$ cat src/pkg/aux_port_chip_select_defs.vh
// register map, field layout and reset values of the auxiliary port
`ifndef AUX_PORT_CHIP_SELECT_DEFS_VH
`define AUX_PORT_CHIP_SELECT_DEFS_VH

// register indices; byte address on the bus is four times the index
`define IDX_CS0_BASE_LOW        8'h84
`define IDX_CS0_BASE_HIGH       8'h85
`define IDX_CS1_BASE_LOW        8'h94
`define IDX_CS1_BASE_HIGH       8'h95
`define IDX_CS2_BASE_LOW        8'hac
`define IDX_CS2_BASE_HIGH       8'had
`define IDX_STROBE_POLARITY     8'hae
`define IDX_CS3_BASE_LOW        8'hb4
`define IDX_CS3_BASE_HIGH       8'hb5
`define IDX_PIN_FUNC_CTRL_LOW   8'hc2
`define IDX_PIN_FUNC_CTRL_HIGH  8'hc3
`define IDX_AUX_PORT_DATA       8'hd8

// reset values
`define RST_BYTE                8'h00
`define RST_PORT_DATA           4'hf
`define RST_POL                 4'h0
`define RST_BASE                16'h0000

// register index field of the bus byte address
`define HADDR_IDX_MSB           9
`define HADDR_IDX_LSB           2

// data register bits that drive port-mode pins
`define DATA_MSB                3
`define DATA_LSB                0

// field positions inside a per-pin {function, length} nibble
`define FUNC_MSB                3
`define FUNC_LSB                2
`define LEN_MSB                 1
`define LEN_LSB                 0

// writable polarity bits sit in bits 7..4, below reads as zero
`define POL_LSB                 4
`define POL_MSB                 7

// pin function field
`define FUNC_PORT               2'b00
`define FUNC_RD_STROBE          2'b01
`define FUNC_WR_STROBE          2'b10
`define FUNC_RW_STROBE          2'b11

// comparison length field
`define CMP_ALL16               2'b00
`define CMP_A15_A1              2'b01
`define CMP_A15_A2              2'b10
`define CMP_A15_A8              2'b11

// compare masks for each length
`define MASK_ALL16              16'hffff
`define MASK_A15_A1             16'hfffe
`define MASK_A15_A2             16'hfffc
`define MASK_A15_A8             16'hff00

// ahb encodings
`define HTRANS_NONSEQ_BIT       1
`define HRESP_OKAY              1'b0

`endif

$ cat src/design/aux_port_chip_select.v
// four-pin auxiliary port with address-decoded chip-select strobes
//
// The AHB-Lite interface to the registers was chosen for this implementation.
`include "aux_port_chip_select_defs.vh"
`default_nettype none

module aux_port_chip_select (
  input  wire        mclk_in,
  input  wire        reset_in,
  input  wire        hsel_in,
  input  wire [31:0] haddr_in,
  input  wire [1:0]  htrans_in,
  input  wire        hwrite_in,
  input  wire [2:0]  hsize_in,
  input  wire [31:0] hwdata_in,
  input  wire        hready_in,
  output wire        hreadyout_out,
  output wire        hresp_out,
  output wire [31:0] hrdata_out,
  input  wire [15:0] ext_addr_in,
  input  wire        ext_rd_n_in,
  input  wire        ext_wr_n_in,
  input  wire [3:0]  aux_pin_in,
  output wire [3:0]  aux_pin_out,
  output wire [3:0]  aux_pin_oe_out
);

  reg  [7:0]  func_low_r;
  reg  [7:0]  func_high_r;
  reg  [3:0]  polarity_r;
  reg  [3:0]  port_data_r;
  reg  [15:0] base0_r;
  reg  [15:0] base1_r;
  reg  [15:0] base2_r;
  reg  [15:0] base3_r;
  reg         wr_pend_r;
  reg         rd_pend_r;
  reg  [7:0]  idx_r;
  reg         hreadyout_r;
  reg         hresp_r;
  reg  [31:0] hrdata_r;
  reg  [3:0]  pin_r;
  reg  [3:0]  pin_oe_r;
  reg  [3:0]  pin_nxt;
  reg  [3:0]  pin_oe_nxt;
  reg  [31:0] rdata_nxt;
  wire        take;
  wire [7:0]  wbyte;
  wire [7:0]  cfg0;
  wire [7:0]  cfg1;
  wire [7:0]  cfg2;
  wire [7:0]  cfg3;
  wire [1:0]  func0;
  wire [1:0]  func1;
  wire [1:0]  func2;
  wire [1:0]  func3;
  wire [1:0]  len0;
  wire [1:0]  len1;
  wire [1:0]  len2;
  wire [1:0]  len3;
  wire        rd_req;
  wire        wr_req;
  wire        hit0;
  wire        hit1;
  wire        hit2;
  wire        hit3;
  wire        act0;
  wire        act1;
  wire        act2;
  wire        act3;
  wire        we_cs0_lo;
  wire        we_cs0_hi;
  wire        we_cs1_lo;
  wire        we_cs1_hi;
  wire        we_cs2_lo;
  wire        we_cs2_hi;
  wire        we_cs3_lo;
  wire        we_cs3_hi;
  wire        we_pol;
  wire        we_func_lo;
  wire        we_func_hi;
  wire        we_data;

  // address match on the compared bits only
  function match;
    input [15:0] addr;
    input [15:0] base;
    input [1:0]  len;
    reg   [15:0] mask;
    begin
      case (len)
        `CMP_ALL16:  mask = `MASK_ALL16;
        `CMP_A15_A1: mask = `MASK_A15_A1;
        `CMP_A15_A2: mask = `MASK_A15_A2;
        `CMP_A15_A8: mask = `MASK_A15_A8;
        default:     mask = `MASK_ALL16;
      endcase
      match = ((addr & mask) == (base & mask));
    end
  endfunction

  // strobe active for this pin's function and the core's strobes
  function strobe;
    input [1:0] func;
    input       hit;
    input       rd;
    input       wr;
    begin
      case (func)
        `FUNC_RD_STROBE: strobe = hit & rd;
        `FUNC_WR_STROBE: strobe = hit & wr;
        `FUNC_RW_STROBE: strobe = hit & (rd | wr);
        default:         strobe = 1'b0;
      endcase
    end
  endfunction

  // level on a strobe pin; polarity 1 means active high
  function level;
    input pol;
    input act;
    begin
      level = pol ? act : ~act;
    end
  endfunction

  // index compare, shared by every write enable
  function sel;
    input [7:0] idx;
    input [7:0] code;
    begin
      sel = (idx == code);
    end
  endfunction

  assign take  = hsel_in & htrans_in[`HTRANS_NONSEQ_BIT] & hready_in;
  assign wbyte = hwdata_in[7:0];
  // per-pin {function, length}
  // high control holds pins 3 and 2, low control holds pins 1 and 0
  assign cfg3  = {4'h0, func_high_r[7:4]};
  assign cfg2  = {4'h0, func_high_r[3:0]};
  assign cfg1  = {4'h0, func_low_r[7:4]};
  assign cfg0  = {4'h0, func_low_r[3:0]};
  assign func0 = cfg0[`FUNC_MSB:`FUNC_LSB];
  assign func1 = cfg1[`FUNC_MSB:`FUNC_LSB];
  assign func2 = cfg2[`FUNC_MSB:`FUNC_LSB];
  assign func3 = cfg3[`FUNC_MSB:`FUNC_LSB];
  assign len0  = cfg0[`LEN_MSB:`LEN_LSB];
  assign len1  = cfg1[`LEN_MSB:`LEN_LSB];
  assign len2  = cfg2[`LEN_MSB:`LEN_LSB];
  assign len3  = cfg3[`LEN_MSB:`LEN_LSB];
  // core strobes arrive active low
  assign rd_req = ~ext_rd_n_in;
  assign wr_req = ~ext_wr_n_in;
  // compare on the selected bits only
  assign hit0  = match(ext_addr_in, base0_r, len0);
  assign hit1  = match(ext_addr_in, base1_r, len1);
  assign hit2  = match(ext_addr_in, base2_r, len2);
  assign hit3  = match(ext_addr_in, base3_r, len3);
  assign act0  = strobe(func0, hit0, rd_req, wr_req);
  assign act1  = strobe(func1, hit1, rd_req, wr_req);
  assign act2  = strobe(func2, hit2, rd_req, wr_req);
  assign act3  = strobe(func3, hit3, rd_req, wr_req);
  // a write lands in its data phase, so a read right after sees it
  assign we_cs0_lo  = wr_pend_r & sel(idx_r, `IDX_CS0_BASE_LOW);
  assign we_cs0_hi  = wr_pend_r & sel(idx_r, `IDX_CS0_BASE_HIGH);
  assign we_cs1_lo  = wr_pend_r & sel(idx_r, `IDX_CS1_BASE_LOW);
  assign we_cs1_hi  = wr_pend_r & sel(idx_r, `IDX_CS1_BASE_HIGH);
  assign we_cs2_lo  = wr_pend_r & sel(idx_r, `IDX_CS2_BASE_LOW);
  assign we_cs2_hi  = wr_pend_r & sel(idx_r, `IDX_CS2_BASE_HIGH);
  assign we_cs3_lo  = wr_pend_r & sel(idx_r, `IDX_CS3_BASE_LOW);
  assign we_cs3_hi  = wr_pend_r & sel(idx_r, `IDX_CS3_BASE_HIGH);
  assign we_pol     = wr_pend_r & sel(idx_r, `IDX_STROBE_POLARITY);
  assign we_func_lo = wr_pend_r & sel(idx_r, `IDX_PIN_FUNC_CTRL_LOW);
  assign we_func_hi = wr_pend_r & sel(idx_r, `IDX_PIN_FUNC_CTRL_HIGH);
  assign we_data    = wr_pend_r & sel(idx_r, `IDX_AUX_PORT_DATA);

  // bus slave: writes finish with no wait, reads take one wait state
  // so that a write just ahead of the read is already visible
  always @(posedge mclk_in) begin
    if (reset_in) begin
      wr_pend_r   <= 1'b0;
      rd_pend_r   <= 1'b0;
      idx_r       <= `RST_BYTE;
      hreadyout_r <= 1'b1;
      hresp_r     <= `HRESP_OKAY;
      hrdata_r    <= 32'h0000_0000;
    end else begin
      hresp_r <= `HRESP_OKAY;
      if (rd_pend_r) begin
        rd_pend_r   <= 1'b0;
        hreadyout_r <= 1'b1;
        hrdata_r    <= rdata_nxt;
      end else begin
        wr_pend_r <= take & hwrite_in;
        rd_pend_r <= take & ~hwrite_in;
        if (take) begin
          idx_r <= haddr_in[`HADDR_IDX_MSB:`HADDR_IDX_LSB];
        end
        hreadyout_r <= ~(take & ~hwrite_in);
      end
    end
  end

  // read mux; unmapped words and reserved bits read zero
  always @* begin
    rdata_nxt = 32'h0000_0000;
    case (idx_r)
      `IDX_CS0_BASE_LOW:       rdata_nxt[7:0] = base0_r[7:0];
      `IDX_CS0_BASE_HIGH:      rdata_nxt[7:0] = base0_r[15:8];
      `IDX_CS1_BASE_LOW:       rdata_nxt[7:0] = base1_r[7:0];
      `IDX_CS1_BASE_HIGH:      rdata_nxt[7:0] = base1_r[15:8];
      `IDX_CS2_BASE_LOW:       rdata_nxt[7:0] = base2_r[7:0];
      `IDX_CS2_BASE_HIGH:      rdata_nxt[7:0] = base2_r[15:8];
      `IDX_CS3_BASE_LOW:       rdata_nxt[7:0] = base3_r[7:0];
      `IDX_CS3_BASE_HIGH:      rdata_nxt[7:0] = base3_r[15:8];
      `IDX_STROBE_POLARITY:    rdata_nxt[`POL_MSB:`POL_LSB] = polarity_r;
      `IDX_PIN_FUNC_CTRL_LOW:  rdata_nxt[7:0] = func_low_r;
      `IDX_PIN_FUNC_CTRL_HIGH: rdata_nxt[7:0] = func_high_r;
      // port read returns the pin levels, as a port does
      `IDX_AUX_PORT_DATA:      rdata_nxt[3:0] = aux_pin_in;
      default:                 rdata_nxt = 32'h0000_0000;
    endcase
  end

  // register writes, taken in the data phase
  // control registers
  always @(posedge mclk_in) begin
    if (reset_in) begin
      func_low_r  <= `RST_BYTE;
      func_high_r <= `RST_BYTE;
    end else begin
      if (we_func_lo) begin
        func_low_r <= wbyte;
      end
      if (we_func_hi) begin
        func_high_r <= wbyte;
      end
    end
  end

  // polarity bits; the low nibble stays reserved
  always @(posedge mclk_in) begin
    if (reset_in) begin
      polarity_r <= `RST_POL;
    end else if (we_pol) begin
      polarity_r <= wbyte[`POL_MSB:`POL_LSB];
    end
  end

  always @(posedge mclk_in) begin
    if (reset_in) begin
      port_data_r <= `RST_PORT_DATA;
    end else if (we_data) begin
      port_data_r <= wbyte[`DATA_MSB:`DATA_LSB];
    end
  end

  // base address bytes, each half written on its own
  always @(posedge mclk_in) begin
    if (reset_in) begin
      base0_r <= `RST_BASE;
      base1_r <= `RST_BASE;
      base2_r <= `RST_BASE;
      base3_r <= `RST_BASE;
    end else begin
      if (we_cs0_lo) begin
        base0_r[7:0] <= wbyte;
      end
      if (we_cs0_hi) begin
        base0_r[15:8] <= wbyte;
      end
      if (we_cs1_lo) begin
        base1_r[7:0] <= wbyte;
      end
      if (we_cs1_hi) begin
        base1_r[15:8] <= wbyte;
      end
      if (we_cs2_lo) begin
        base2_r[7:0] <= wbyte;
      end
      if (we_cs2_hi) begin
        base2_r[15:8] <= wbyte;
      end
      if (we_cs3_lo) begin
        base3_r[7:0] <= wbyte;
      end
      if (we_cs3_hi) begin
        base3_r[15:8] <= wbyte;
      end
    end
  end

  // pin drive; one flop of latency behind the core strobes
  // costs a clock of strobe delay, but the pins never glitch on decode
  always @* begin
    pin_nxt    = 4'h0;
    pin_oe_nxt = 4'h0;
    // quasi-bidirectional: drive low, release high to pull-up
    if (func0 == `FUNC_PORT) begin
      pin_nxt[0]    = port_data_r[0];
      pin_oe_nxt[0] = ~port_data_r[0];
    end else begin
      // polarity applied; idle gives inactive level
      pin_nxt[0]    = level(polarity_r[0], act0);
      pin_oe_nxt[0] = 1'b1;
    end
    if (func1 == `FUNC_PORT) begin
      pin_nxt[1]    = port_data_r[1];
      pin_oe_nxt[1] = ~port_data_r[1];
    end else begin
      pin_nxt[1]    = level(polarity_r[1], act1);
      pin_oe_nxt[1] = 1'b1;
    end
    if (func2 == `FUNC_PORT) begin
      pin_nxt[2]    = port_data_r[2];
      pin_oe_nxt[2] = ~port_data_r[2];
    end else begin
      pin_nxt[2]    = level(polarity_r[2], act2);
      pin_oe_nxt[2] = 1'b1;
    end
    if (func3 == `FUNC_PORT) begin
      pin_nxt[3]    = port_data_r[3];
      pin_oe_nxt[3] = ~port_data_r[3];
    end else begin
      pin_nxt[3]    = level(polarity_r[3], act3);
      pin_oe_nxt[3] = 1'b1;
    end
  end

  always @(posedge mclk_in) begin
    if (reset_in) begin
      pin_r    <= `RST_PORT_DATA;
      pin_oe_r <= 4'h0;
    end else begin
      pin_r    <= pin_nxt;
      pin_oe_r <= pin_oe_nxt;
    end
  end

  assign hreadyout_out  = hreadyout_r;
  assign hresp_out      = hresp_r;
  assign hrdata_out     = hrdata_r;
  assign aux_pin_out    = pin_r;
  assign aux_pin_oe_out = pin_oe_r;

endmodule

`default_nettype wire

$ cat config.mk
export PLATFORM = sky130hd
export DESIGN_NAME = aux_port_chip_select
export DESIGN_NICKNAME = d
export VERILOG_FILES = /design/src/design/aux_port_chip_select.v
export VERILOG_INCLUDE_DIRS = /design/src /design/src/pkg
export SDC_FILE = /design/constraint.sdc
export NUM_CORES = 1
export LEC_CHECK = 0
export BUFFER_PORTS_ARGS = -buffer_cell sky130_fd_sc_hd__buf_4
export CORE_MARGIN = 2
export CORE_UTILIZATION = 55
export CTS_BUF_LIST = sky130_fd_sc_hd__clkbuf_2 sky130_fd_sc_hd__clkbuf_4 sky130_fd_sc_hd__clkbuf_8
export DETAILED_ROUTE_END_ITERATION = 8
export PLACE_DENSITY = 0.81
export SETUP_SLACK_MARGIN = 0.2
export SYNTH_ARGS = -nofsm -noshare
export SYNTH_HDL_FRONTEND = slang
export SYNTH_SLANG_ARGS = --single-unit
$ cat constraint.sdc
create_clock -name mclk_in -period 2.3 [get_ports mclk_in]
set_input_delay 0.345 -clock mclk_in [delete_from_list [all_inputs] [get_ports mclk_in]]
set_output_delay 0.345 -clock mclk_in [all_outputs]
set_load 0.05 [all_outputs]
==> results summary <==
In this run, the number of DRC markers left after iteration 0 of detailed routing was 566. Compared with the post-synthesis result, the final layout area differs by 15.1%. 138 I/O pins were placed. The largest driver fanout on the critical path is 12. The max-cap check violation count is 0. In this run the remaining antenna-violating nets after routing total 0. Setup repair after global routing could not meet its margin everywhere. The final layout contains 862 nets. The total wire length came out at 19700 um. The number of clock sinks seen by CTS came out at 115. Counting distinct cell types in the post-synthesis netlist gives 68. After synthesis, the most frequently instantiated cells are 115 x sky130_fd_sc_hd__dfxtp_1, 77 x sky130_fd_sc_hd__mux2i_1, 75 x sky130_fd_sc_hd__nor2_1, 71 x sky130_fd_sc_hd__nand2_1, 57 x sky130_fd_sc_hd__xor2_1. The maximum clock rate came out at 485 MHz. The min-delay analysis places its worst path in the category input pin to flop. The switching share of power is 25.7%.

The number of pins exceeding their max-slew limit in the final report is 0. The flow ran to the end, and the final reports show no timing, DRC or antenna violations. The mapped cell area is 6170 sq um.

The library cell occupying the most area in the post-synthesis netlist is sky130_fd_sc_hd__dfxtp_1. The clock passes through at most 2 buffers. The largest single stage delay on the critical path is 490 ps.

Sorting the synthesized cells by area gives the leading types as sky130_fd_sc_hd__dfxtp_1 37%, sky130_fd_sc_hd__mux2i_1 12%, sky130_fd_sc_hd__xor2_1 8.1%. The part of the total power dissipated in combinational logic is 9.0%. Global routing consumed, over all layers together, 34.2% of the routing resources.

In this run, placement finished with an instance count of 885. The floorplan core area is 10900 sq um. The via count of the first global-routing pass is 5401. Summed over all failing endpoints, the final setup total negative slack is 0 ps. The reported leakage power came out at 3.03 nW. The final number of setup-violating endpoints came out at 0.

The transition time at the pin with the least slew margin is 608 ps. The half-perimeter wire length of the detailed placement result is 14500 um. The initial antenna violation count was 1. Counting I/O delays and the setup requirement, the final critical path takes 2060 ps. STA puts the critical path data arrival time at 2400 ps.

Dividing total power by cell area gives a power density of 600 nW/um^2. The weighted congestion at the end of routability-driven global placement is 1.05. The number of input and output port buffers inserted came out at 60.

The first-pass GRT wire length is 30000 um. The final core area utilization came out at 65.2%. Walking the worst path, the cells encountered are buf_4, nor4b_1, nand2_1, nor2_4, buf_12, mux2i_1, nor2_1.

The worst setup path is launched from a flop. The width of the die came out at 110 um. The area share of the largest cell type after synthesis came out at 37.3%. The share of total power dissipated in the clock network is 43.8%. The sequential area share after synthesis came out at 37.3%. After the flow finishes, the layout carries non-filler instances totaling 916. The worst setup path is of the flop to flop kind. Sequential cells burn 47.1% of the power. Fill cells in the final layout number 932. Entering global routing, the biggest net connects 52 pins.

The worst setup path is captured at a flop. TritonCTS built the clock tree. The top flip-flop cell by instance count after synthesis is sky130_fd_sc_hd__dfxtp_1. The register bit count reported by yosys is 115. The clock insertion delay at the later pin of the skew report came out at 470 ps.

The worst hold margin is 102 ps. The floorplan step defined a die boundary enclosing 12100 sq um. After floorplanning, the core was divided into 38 placement rows. The cell internal power dissipation is 3.17 mW. The endpoint required time on the critical path is 2640 ps.

The slowest stage of the critical path is the sky130_fd_sc_hd__nor4b_1 cell. The level count of the clock H-tree is 4. Summed over all nets, the switching power comes to 1.09 mW. The worst path uses 89.6% of the clock period. Dividing the synthesized area by the synthesized cell count gives 8.66 sq um.

In this run the clock root is driven by a sky130_fd_sc_hd__clkbuf_8. The number of enable-type register cells in the synthesized netlist is 0. The critical path buffer and inverter count came out at 2.

The first detailed-routing pass took 7 iterations. The kind of cell with the highest combined delay along the critical path is simple AND/OR/NAND/NOR gates. The instance count of the mapped netlist came out at 712. The via count normalized by instance count came out at 6.20. For this run, asynchronously set or reset flops after synthesis account for 0%. The detail-routed net length per standard cell came out at 21.5 um.

For this run, design rule violations remaining after detail routing come to 0. The remaining max-slew budget at the tightest pin came out at 59.1%. Global routing finished with a remaining overflow of 0. The final clock skew is 11.5 ps. The effective utilization at floorplan came out at 56.6%. The post-CTS clock slew at the launch and capture registers of the worst setup and hold paths is 60 ps.

During synthesis, Yosys emitted a total of 0 warnings. The worst ir drop on vdd is 0.458 mV. The most common cell in the synthesized netlist is sky130_fd_sc_hd__dfxtp_1. The number of hold violations in the final report came out at 0. The fraction of final layout cells with drive strength greater than 1 is 18.6%. The antenna diode instance count is 0. The count of vias placed by the detailed router is 5676. The floorplan die height came out at 110 um. Clock tree synthesis inserted a total of 17 buffers.
[power groups by stage]
stage               sequential (mW)  clock [mW]  combinational [mW]
floorplan                      2.05           0               0.264
global placement               2.05           0               0.369
detailed placement             2.05           0               0.374
CTS                            2.01        1.88               0.375
global route                   2.01        1.96               0.402
finish                         2.01        1.87               0.385
[cell type report]
type	count	area (sq um)	share of cell area, %
multi-input combinational	538	3530	49.8
tap	140	175	2.47
clock buffer	23	298	4.19
inverter	7	26.3	0.370
sequential	115	2310	32.5
clock inverter	6	80.1	1.13
timing repair buffer	87	678	9.55
[worst paths after layout]
check	start	endpoint	slack [ps]	cells past startpoint
hold reg to reg	hrdata_out[3]$_SDFFE_PP0P_	hrdata_out[3]$_SDFFE_PP0P_	460	2
setup / recovery	idx_r[5]$_SDFFE_PP0P_	base0_r[13]$_SDFFE_PP0P_	240	7
hold / removal	hwrite_in	hreadyout_out$_SDFF_PP1_	100	2
setup reg to reg	idx_r[5]$_SDFFE_PP0P_	base0_r[13]$_SDFFE_PP0P_	240	7
[routing by layer]
| metal | track usage [%] | part of all wire (%) |
|---|---|---|
| met5 | 0 | 0.066 |
| met4 | 20.3 | 6.0 |
| met3 | 12.3 | 12 |
| met2 | 51.1 | 43 |
| met1 | 42.1 | 38 |
[sequential cells by signal, summed over array words and instances, names as in the netlist]
register / flops
aux_pin_oe_out: 4
aux_pin_out: 4
base0_r: 16
base1_r: 16
base2_r: 16
base3_r: 16
func_high_r: 8
func_low_r: 8
hrdata_out: 8
hreadyout_out: 1
idx_r: 8
polarity_r: 4
port_data_r: 4
rd_pend_r: 1
wr_pend_r: 1
[cell families (layout without fill, tap and decap cells)]
group / count (synthesis) / in the layout / synth area share, %
muxes: 83 / 83 / 14.0
other: 1 / 25 / 0.0608
xor gates and xnor gates: 64 / 64 / 9.09
DFF: 115 / 115 / 37.3
and+or+nand+nor: 258 / 258 / 21.2
AOI/OAI and AO/OA: 108 / 108 / 11.1
buffers and inverters: 83 / 123 / 7.24
[timing repair]
| action | CTS | global route |
|---|---|---|
| hold buffers | 0 | 0 |
| setup buffers | 1 | 1 |
| cloned | 0 | 0 |
| resized for setup | 2 | 10 |
| pin swaps | 1 | 1 |
| setup endpoints to repair | 10 | 38 |
[cells in the final DEF, fill, tap and decap left out, types with 4 or more instances in the layout]
cell / count
sky130_fd_sc_hd__dfxtp_1: 110
sky130_fd_sc_hd__buf_4: 85
sky130_fd_sc_hd__mux2i_1: 77
sky130_fd_sc_hd__nor2_1: 75
sky130_fd_sc_hd__nand2_1: 71
sky130_fd_sc_hd__xor2_1: 57
sky130_fd_sc_hd__a21oi_1: 42
sky130_fd_sc_hd__nand3_1: 33
sky130_fd_sc_hd__conb_1: 25
sky130_fd_sc_hd__clkbuf_8: 20
sky130_fd_sc_hd__nor4_1: 16
sky130_fd_sc_hd__a31oi_1: 12
sky130_fd_sc_hd__o21ai_0: 12
sky130_fd_sc_hd__and3_1: 7
sky130_fd_sc_hd__inv_1: 7
sky130_fd_sc_hd__xnor2_1: 7
sky130_fd_sc_hd__nor2b_1: 6
sky130_fd_sc_hd__nand2b_1: 5
sky130_fd_sc_hd__a32oi_1: 5
sky130_fd_sc_hd__dfxtp_2: 5
sky130_fd_sc_hd__nand3b_1: 4
sky130_fd_sc_hd__nor3_1: 4
sky130_fd_sc_hd__o22ai_1: 4
sky130_fd_sc_hd__o31ai_1: 4
sky130_fd_sc_hd__nor3b_1: 4
sky130_fd_sc_hd__nand4_1: 4
sky130_fd_sc_hd__mux2_2: 4
sky130_fd_sc_hd__clkinv_2: 4
[per-stage QoR]
stage | setup WS, ps | cell area (sq um) | power, mW
after global placement | 180 | 6650 | 2.42
after floorplan | 496 | 6260 | 2.31
final | 238 | 7100 | 4.26
after global routing | 197 | 7100 | 4.37
after detailed placement | 161 | 6650 | 2.43
after CTS | 207 | 7050 | 4.26
(Power assumes the default switching activity.)
